===== src/hw/strain_conv_map.svh =====
// Purpose: Offsets, field positions, reset values and timing figures of the conversion
//          sequencer and time stamp block.
// Assumes: A 200 MHz system clock.
// Notes:   Times are given in microseconds; cycle counts are derived from them.
`ifndef STRAIN_CONV_MAP_SVH
`define STRAIN_CONV_MAP_SVH

`define CLK_MHZ             200
`define CYC_PER_US          (`CLK_MHZ * 1)
`define CHAN_SPACING_US     47
`define WRAP_SPACING_US     59
`define MIN_BUS_CYCLE_US    200
`define ADDR_W              10
`define OFS_CONV_COUNTER    10'h101
`define OFS_CONV_STAMP      10'h10C
`define CHAN_IDX_LSB        0
`define CHAN_IDX_MSB        1
`define CYCLE_CTR_LSB       2
`define CYCLE_CTR_MSB       7
`define CONV_COUNTER_RST    8'h00
`define CONV_STAMP_RST      32'h0000_0000
`define NUM_CHANNELS        4

`endif


===== src/hw/strain_conv_pkg.sv =====
// Purpose: Types shared by the conversion sequencer and time stamp block.
// Assumes: Constants come from strain_conv_map.svh.
// Notes:   None.
package strain_conv_pkg;

  typedef enum logic [0:0] {
    SEQ_WAIT,
    SEQ_BUSY
  } seq_state_e;

  typedef logic [1:0]         chan_idx_t;
  typedef logic signed [31:0] stamp_t;

endpackage : strain_conv_pkg


===== src/hw/strain_conv_timestamp.sv =====
// Purpose: Conversion sequencing and microsecond time stamping of a four channel
//          multiplexed bridge readout, with a cyclic process data read port.
// Assumes: The converter and the bus controller logic run on clk_i.
// Notes:   Reads return the process image latched at the last bus cycle.
// Operation
// [RULE_01] Bits 2 to 7 of the counter register count finished conversion cycles.
// [RULE_02] A cycle is complete only after all four channels converted once.
// [RULE_03] Time stamp holds the completion time of the latest conversion, that channel.
// [RULE_04] Time stamp is a full signed 32-bit value.
// [RULE_05] Channels convert 1,2,3,4; 47 us apart, 59 us from 4 back to 1.
// [RULE_06] Controller derives other channel times by subtracting the fixed spacings.
// [RULE_07] Controller keeps its bus cycle at 200 us or longer.
// [RULE_08] Process data is refreshed every bus cycle of at least 200 us.
// [RULE_09] Bits 0 to 1 hold last converted channel, 0 to 3 for inputs 1 to 4.
// [RULE_10] One converter is shared by the four channels through a multiplexer.
// [RULE_11] Microsecond time wraps modulo two to the thirty-second power.
`timescale 1ns/1ps
`include "strain_conv_map.svh"

module strain_conv_timestamp
  import strain_conv_pkg::*;
(
  input  wire logic                 clk_i,
  input  wire logic                 rst_b_i,
  input  wire logic                 ce_i,
  input  wire logic                 time_load_i,
  input  wire logic [31:0]          synchronized_network_time_i,
  input  wire logic                 adc_done_i,
  output logic                      adc_start_o,
  output logic [1:0]                adc_channel_o,
  input  wire logic                 bus_cycle_i,
  input  wire logic                 rd_en_i,
  input  wire logic [`ADDR_W-1:0]   rd_addr_i,
  output logic [31:0]               rd_data_o,
  output logic                      rd_valid_o,
  output logic                      rd_error_o,
  output logic                      bus_cycle_short_o
);

  localparam logic [7:0] CycPerUsM1 = 8'(`CYC_PER_US - 1);
  localparam logic [7:0] ChanGapUs  = 8'(`CHAN_SPACING_US);
  localparam logic [7:0] WrapGapUs  = 8'(`WRAP_SPACING_US);
  localparam logic [7:0] MinBusUs   = 8'(`MIN_BUS_CYCLE_US);

  logic                        rst_meta_q;
  logic                        rst_b_q;
  logic [7:0]                  presc_q;
  logic                        us_tick;
  logic [31:0]                 time_q;
  seq_state_e                  state_q;
  logic [7:0]                  gap_q;
  logic [7:0]                  gap_target;
  chan_idx_t                   next_chan_q;
  chan_idx_t                   busy_chan_q;
  logic [`NUM_CHANNELS-1:0]    done_mask_q;
  logic [`NUM_CHANNELS-1:0]    done_mask_set;
  logic [1:0]                  last_chan_q;
  logic [5:0]                  cycle_ctr_q;
  stamp_t                      stamp_q;
  logic [7:0]                  image_counter_q;
  stamp_t                      image_stamp_q;
  logic [7:0]                  bus_gap_q;
  logic                        bus_seen_q;

  // Reset is released through two flops; only the synchronised copy is used below.
  always_ff @(posedge clk_i or negedge rst_b_i)
  begin
    if (!rst_b_i)
    begin
      rst_meta_q <= 1'b0;
      rst_b_q    <= 1'b0;
    end
    else
    begin
      rst_meta_q <= 1'b1;
      rst_b_q    <= rst_meta_q;
    end
  end

  // Microsecond prescaler.
  assign us_tick = ce_i && (presc_q == CycPerUsM1);

  always_ff @(posedge clk_i or negedge rst_b_q)
  begin
    if (!rst_b_q)
    begin
      presc_q <= 8'h00;
    end
    else if (ce_i)
    begin
      presc_q <= (presc_q == CycPerUsM1) ? 8'h00 : presc_q + 8'h01;
    end
  end

  // Local microsecond time, loadable from the synchronised network time.
  always_ff @(posedge clk_i or negedge rst_b_q)
  begin
    if (!rst_b_q)
    begin
      time_q <= 32'h0000_0000;
    end
    else if (ce_i)
    begin
      if (time_load_i)
      begin
        time_q <= synchronized_network_time_i;
      end
      else if (us_tick)
      begin
        time_q <= time_q + 32'h0000_0001; // [RULE_11]
      end
    end
  end

  // The gap before channel 1 is the longer wrap gap.
  assign gap_target = (next_chan_q == 2'h0) ? WrapGapUs : ChanGapUs; // [RULE_05]

  // Sequencer: a single converter is started for one channel at a time.
  always_ff @(posedge clk_i or negedge rst_b_q)
  begin
    if (!rst_b_q)
    begin
      state_q     <= SEQ_WAIT;
      gap_q       <= 8'h00;
      next_chan_q <= 2'h0;
      busy_chan_q <= 2'h0;
    end
    else if (ce_i)
    begin
      unique case (state_q)
        SEQ_WAIT:
        begin
          if (us_tick)
          begin
            gap_q <= gap_q + 8'h01;
          end
          if (gap_q >= gap_target)
          begin
            state_q     <= SEQ_BUSY; // [RULE_10]
            busy_chan_q <= next_chan_q;
            next_chan_q <= next_chan_q + 2'h1; // [RULE_05]
            gap_q       <= 8'h00;
          end
        end
        SEQ_BUSY:
        begin
          if (us_tick)
          begin
            gap_q <= gap_q + 8'h01;
          end
          if (adc_done_i)
          begin
            state_q <= SEQ_WAIT;
          end
        end
      endcase
    end
  end

  assign adc_start_o   = ce_i && (state_q == SEQ_WAIT) && (gap_q >= gap_target);

  // The channel stays put through a conversion and moves on only once it has ended.
  always_ff @(posedge clk_i or negedge rst_b_q)
  begin
    if (!rst_b_q)
    begin
      adc_channel_o <= 2'h0;
    end
    else if (ce_i && adc_done_i && (state_q == SEQ_BUSY))
    begin
      adc_channel_o <= next_chan_q; // [RULE_05]
    end
  end

  // Record of channels converted in the running cycle.
  assign done_mask_set = done_mask_q | (`NUM_CHANNELS'(1) << busy_chan_q);

  always_ff @(posedge clk_i or negedge rst_b_q)
  begin
    if (!rst_b_q)
    begin
      done_mask_q <= '0;
    end
    else if (ce_i && adc_done_i && (state_q == SEQ_BUSY))
    begin
      if (busy_chan_q == 2'h3)
      begin
        done_mask_q <= '0;
      end
      else
      begin
        done_mask_q <= done_mask_set;
      end
    end
  end

  // Last channel index, cycle counter and completion time stamp.
  always_ff @(posedge clk_i or negedge rst_b_q)
  begin
    if (!rst_b_q)
    begin
      last_chan_q <= 2'(`CONV_COUNTER_RST >> `CHAN_IDX_LSB);
      cycle_ctr_q <= 6'(`CONV_COUNTER_RST >> `CYCLE_CTR_LSB);
      stamp_q     <= `CONV_STAMP_RST;
    end
    else if (ce_i && adc_done_i && (state_q == SEQ_BUSY))
    begin
      last_chan_q <= busy_chan_q; // [RULE_09]
      stamp_q     <= stamp_t'(time_q); // [RULE_03] [RULE_04]
      if ((busy_chan_q == 2'h3) && (&done_mask_set))
      begin
        cycle_ctr_q <= cycle_ctr_q + 6'h01; // [RULE_01] [RULE_02]
      end
    end
  end

  // Process image taken once per bus cycle so counter and stamp always belong together.
  always_ff @(posedge clk_i or negedge rst_b_q)
  begin
    if (!rst_b_q)
    begin
      image_counter_q <= `CONV_COUNTER_RST;
      image_stamp_q   <= `CONV_STAMP_RST;
    end
    else if (ce_i && bus_cycle_i)
    begin
      image_counter_q[`CYCLE_CTR_MSB:`CYCLE_CTR_LSB] <= cycle_ctr_q; // [RULE_08]
      image_counter_q[`CHAN_IDX_MSB:`CHAN_IDX_LSB]   <= last_chan_q;
      image_stamp_q                                   <= stamp_q;
    end
  end

  // Watch the bus cycle length; a short cycle is flagged until the next cycle.
  always_ff @(posedge clk_i or negedge rst_b_q)
  begin
    if (!rst_b_q)
    begin
      bus_gap_q         <= 8'h00;
      bus_seen_q        <= 1'b0;
      bus_cycle_short_o <= 1'b0;
    end
    else if (ce_i)
    begin
      if (bus_cycle_i)
      begin
        bus_cycle_short_o <= bus_seen_q && (bus_gap_q < MinBusUs); // [RULE_07]
        bus_seen_q        <= 1'b1;
        bus_gap_q         <= 8'h00;
      end
      else if (us_tick && (bus_gap_q != 8'hFF))
      begin
        bus_gap_q <= bus_gap_q + 8'h01;
      end
    end
  end

  // Read port at the printed register numbers; other addresses answer zero with an error.
  always_ff @(posedge clk_i or negedge rst_b_q)
  begin
    if (!rst_b_q)
    begin
      rd_data_o  <= 32'h0000_0000;
      rd_valid_o <= 1'b0;
      rd_error_o <= 1'b0;
    end
    else if (ce_i)
    begin
      rd_valid_o <= rd_en_i;
      rd_error_o <= 1'b0;
      rd_data_o  <= 32'h0000_0000;
      if (rd_en_i)
      begin
        if (rd_addr_i == `OFS_CONV_COUNTER)
        begin
          rd_data_o <= {24'h00_0000, image_counter_q};
        end
        else if (rd_addr_i == `OFS_CONV_STAMP)
        begin
          rd_data_o <= image_stamp_q;
        end
        else
        begin
          rd_error_o <= 1'b1;
        end
      end
    end
  end

endmodule : strain_conv_timestamp


===== config.mk =====
export PLATFORM = sky130hd
export DESIGN_NAME = strain_conv_timestamp
export DESIGN_NICKNAME = d
export VERILOG_FILES = /design/src/hw/strain_conv_pkg.sv /design/src/hw/strain_conv_timestamp.sv
export VERILOG_INCLUDE_DIRS = /design/src /design/src/hw
export SDC_FILE = /design/constraint.sdc
export NUM_CORES = 1
export LEC_CHECK = 0
export BUFFER_PORTS_ARGS = -buffer_cell sky130_fd_sc_hd__clkbuf_2
export CORE_UTILIZATION = 53
export CTS_CLUSTER_DIAMETER = 40
export DETAILED_ROUTE_END_ITERATION = 10
export GPL_ROUTABILITY_DRIVEN = 0
export MAX_ROUTING_LAYER = met4
export PLACE_DENSITY = 0.72
export REMOVE_ABC_BUFFERS = 1
export SLEW_MARGIN = 5
export SYNTH_ARGS = -nofsm -noshare
export SYNTH_HDL_FRONTEND = slang
export SYNTH_SLANG_ARGS = --single-unit

===== constraint.sdc =====
create_clock -name clk_i -period 5.7 [get_ports clk_i]
set_input_delay 1.425 -clock clk_i [delete_from_list [all_inputs] [get_ports clk_i]]
set_output_delay 1.425 -clock clk_i [all_outputs]
set_load 0.01 [all_outputs]

==> flow_metrics.env <==
export IMPL_netlist_cell_type_count=62
export IMPL_yosysWarningCount=0
export IMPL_n_fill_cell=1240
export IMPL_yosysTopAreaCellShare_pct=55.8
export IMPL_clkSinkCount=184
export IMPL_ios=87
export IMPL_grt_pass1_vias=6405
export IMPL_track_usage_pct=25.9
export IMPL_drv_slew=0
export IMPL_htree_num_levels=4
export IMPL_powerDensity_nw_per_um2=314
export IMPL_crit_path_cell_trace="clkbuf_2 > and2_1 > clkbuf_2"
export IMPL_grt_pass1_wl_um=31600
export IMPL_hpwl_um=12400
export IMPL_antenna_found_initial=0
export IMPL_ant_nets=0
export IMPL_synth_cells=784
export IMPL_hold_slack_ns=0.337
export IMPL_fp_dieW_um=127
export IMPL_finalSetupViolCount=0
export IMPL_port_buffers=86
export IMPL_cap_violations=0
export IMPL_fin_setup_tns_ns=0
export IMPL_required_ns=4.28
export IMPL_seq_area_frac_synth_pct=55.8
export IMPL_pre_cts_slack_ns=1.60
export IMPL_status="completed"
export IMPL_fin_crit_sh_pct=72.2
export IMPL_synthTopCellsByArea="dfrtp_1 (56%), nand2_1 (6.2%), mux2_2 (5.9%), o21ai_0 (2.9%), a22o_1 (2.5%)"
export IMPL_rows=45
export IMPL_clk_pin_slew_ns=0.07
export IMPL_synth_area_sq_um=8250
export IMPL_wl_per_cell_um=17.9
export IMPL_fin_crit_ns=4.12
export IMPL_postCtsSetupRepairBufs=0
export IMPL_cp_start_kind="input pin"
export IMPL_syn_to_final_growth_pct=13.5
export IMPL_synth_top_cell_by_area="dfrtp_1"
export IMPL_synth_top_family_by_area="simple AND/OR/NAND/NOR gates"
export IMPL_dr_pass1_iters=5
export IMPL_peakVddDrop_mv=0.240
export IMPL_r2r_cells=8
export IMPL_synth_compound_area_share_pct=12.9
export IMPL_max_stage_delay_ns=0.53
export IMPL_cts_hold_buf=0
export IMPL_critPathCaptureType="output pin"
export IMPL_worst_path_max_delay_cell="and2_1"
export IMPL_synth_fa_ha_area_share_pct=1.21
export IMPL_power_leakage_nw=4.58
export IMPL_hold_path_class="flop to async pin"
export IMPL_synthXorXnorAreaFrac_pct=2.12
export IMPL_fin_skew_ns=0.00715
export IMPL_die_area_sq_um=16100
export IMPL_layout_drive_gt1_share_pct=20.8
export IMPL_crit_top_cell="clkbuf_2"
export IMPL_core_area_sq_um=15200
export IMPL_cp_max_fo=28
export IMPL_initial_utilization_pct=54.2
export IMPL_nNetsFinal=908
export IMPL_rsz0062_at_grt="no"
export IMPL_max_slew_margin_pct=29.4
export IMPL_postSynth_asyncResetShare_pct=100
export IMPL_grt_remaining_overflow=0
export IMPL_hold_viol_final=0
export IMPL_crit_type="input pin to output pin"
export IMPL_fmax_ghz=0.243
export IMPL_clock_latency_ns=0.44
export IMPL_cts_buffers=17
export IMPL_drt_iter0_drc=609
export IMPL_worst_slew_pin_slew_ns=1.05
export IMPL_grt_max_degree=138
export IMPL_clock_path_buffers=2
export IMPL_worst_slack_ns=1.58
export IMPL_vias_per_cell=5.92
export IMPL_synth_mux_area_share_pct=6.84
export IMPL_ys_ff_latch=184
export IMPL_n_antenna_cell=0
export IMPL_wirelength_um=18800
export IMPL_synth_edf_count=0
export IMPL_syn_area_per_cell_sq_um=10.5
export IMPL_dieHeight_um=127
export IMPL_synthFlopType="dfrtp_1"
export IMPL_worstPathArrival_ns=2.69
export IMPL_cts_tree="done"
export IMPL_cts_root_buf="clkbuf_16"
export IMPL_vias=6226
export IMPL_post_cts_resized=0
export IMPL_drc=0
export IMPL_synth_simple_area_share_pct=17.0
cells by family (layout without fill, tap and decap cells):
logic type	after synthesis	count (layout)
AO/OA/AOI/OAI	164	164
XOR/XNOR	20	20
adder cells (fa/ha/maj)	8	8
buffers and inverters	66	146
flip-flops	184	184
multiplexers	51	51
other	1	1
AND/OR/NAND/NOR	290	290
cells in the final DEF, fill, tap and decap left out, types with 20 or more instances in the layout:
| cell type | synthesis | layout |
|---|---|---|
| nand3_1 | 25 | 25 |
| o21ai_0 | 48 | 48 |
| clkbuf_2 | 0 | 86 |
| nand2_1 | 136 | 136 |
| dfrtp_1 | 184 | 183 |
| mux2_2 | 43 | 43 |
| a22o_1 | 24 | 24 |
| inv_1 | 20 | 20 |
| nor2_1 | 43 | 43 |
| a21oi_1 | 33 | 33 |
power by group:
group / internal, mW / leakage (nW) / total, mW / switching, mW
Sequential: 1.37 / 2.45 / 1.46 / 0.0939
Clock: 0.718 / 0.293 / 1.24 / 0.522
Combinational: 0.0970 / 1.83 / 0.236 / 0.139
Total: 2.18 / 4.58 / 2.94 / 0.754
state kept, by name (all words and copies together), names as in the netlist, 2 cells and up:
signal,cells
adc_channel_o,2
bus_gap_q,8
busy_chan_q,2
cycle_ctr_q,6
done_mask_q,3
gap_q,8
image_counter_q,8
image_stamp_q,32
last_chan_q,2
next_chan_q,2
presc_q,8
rd_data_o,32
stamp_q,32
time_q,32
synthesized netlist by cell type (all sizes together) (11+ instances only):
| cell | count |
|---|---|
| nand4 | 15 |
| a22oi | 11 |
| nor3 | 14 |
| clkbuf | 27 |
| inv | 21 |
| nand3 | 26 |
| nor2 | 43 |
| and3 | 13 |
| mux2 | 43 |
| o22ai | 11 |
| nand2 | 136 |
| o21ai | 49 |
| a22o | 24 |
| a21oi | 33 |
| buf | 18 |
| dfrtp | 184 |
stage by stage:
stage | utilization, % | area [sq um] | cells | power (mW)
6_report | 61.6 | 9360 | 1052 | 2.94
2_1_floorplan | - | 7990 | 739 | 1.62
5_1_grt | 61.6 | 9360 | 1052 | 3.04
3_3_place_gp | 57.5 | 8740 | 1020 | 1.70
3_5_place_dp | 57.5 | 8740 | 1020 | 1.72
4_1_cts | 61.6 | 9360 | 1052 | 2.95
per-layer routing:
metal / track usage, % / part of all wire, % / up-vias
li1: - / - / 2915
met3: 5.19 / 4.5 / 34
met2: 39.9 / 48 / 185
met1: 33.5 / 45 / 3092
met4: 11.3 / 2.5 / 0
met5: - / 0 / -
worst max-delay path: cells and delay by family:
family                 cells  cell delay (ns)
buffers and inverters      2             0.71
AND/OR/NAND/NOR            1             0.53
worst paths after layout:
path                                                 start  slack (ns)                          to
worst min-delay path                     rst_b_q$_DFF_PN0_        0.34   rd_data_o[13]$_DFFE_PN0P_
max in group asynchronous                rst_b_q$_DFF_PN0_        4.22    rd_data_o[3]$_DFFE_PN0P_
worst min register to register           rst_b_q$_DFF_PN0_        0.34   rd_data_o[13]$_DFFE_PN0P_
min in group clk_i                    rst_meta_q$_DFF_PN0_        0.36           rst_b_q$_DFF_PN0_
worst max register to register  next_chan_q[0]$_DFFE_PN0P_        3.31  busy_chan_q[0]$_DFFE_PN0P_
worst max-delay path                                  ce_i        1.58                 adc_start_o
final cells by class:
class / instances / area (sq um) / area share [%]
clock buffers: 19 / 453 / 4.84
clock inverters: 13 / 169 / 1.81
inverters: 21 / 78.8 / 0.842
multi-input cells: 534 / 3320 / 35.5
flip-flops and latches: 184 / 4610 / 49.2
well taps: 188 / 235 / 2.51
repair buffers: 93 / 495 / 5.29
Power figures use the tool's default switching activity.
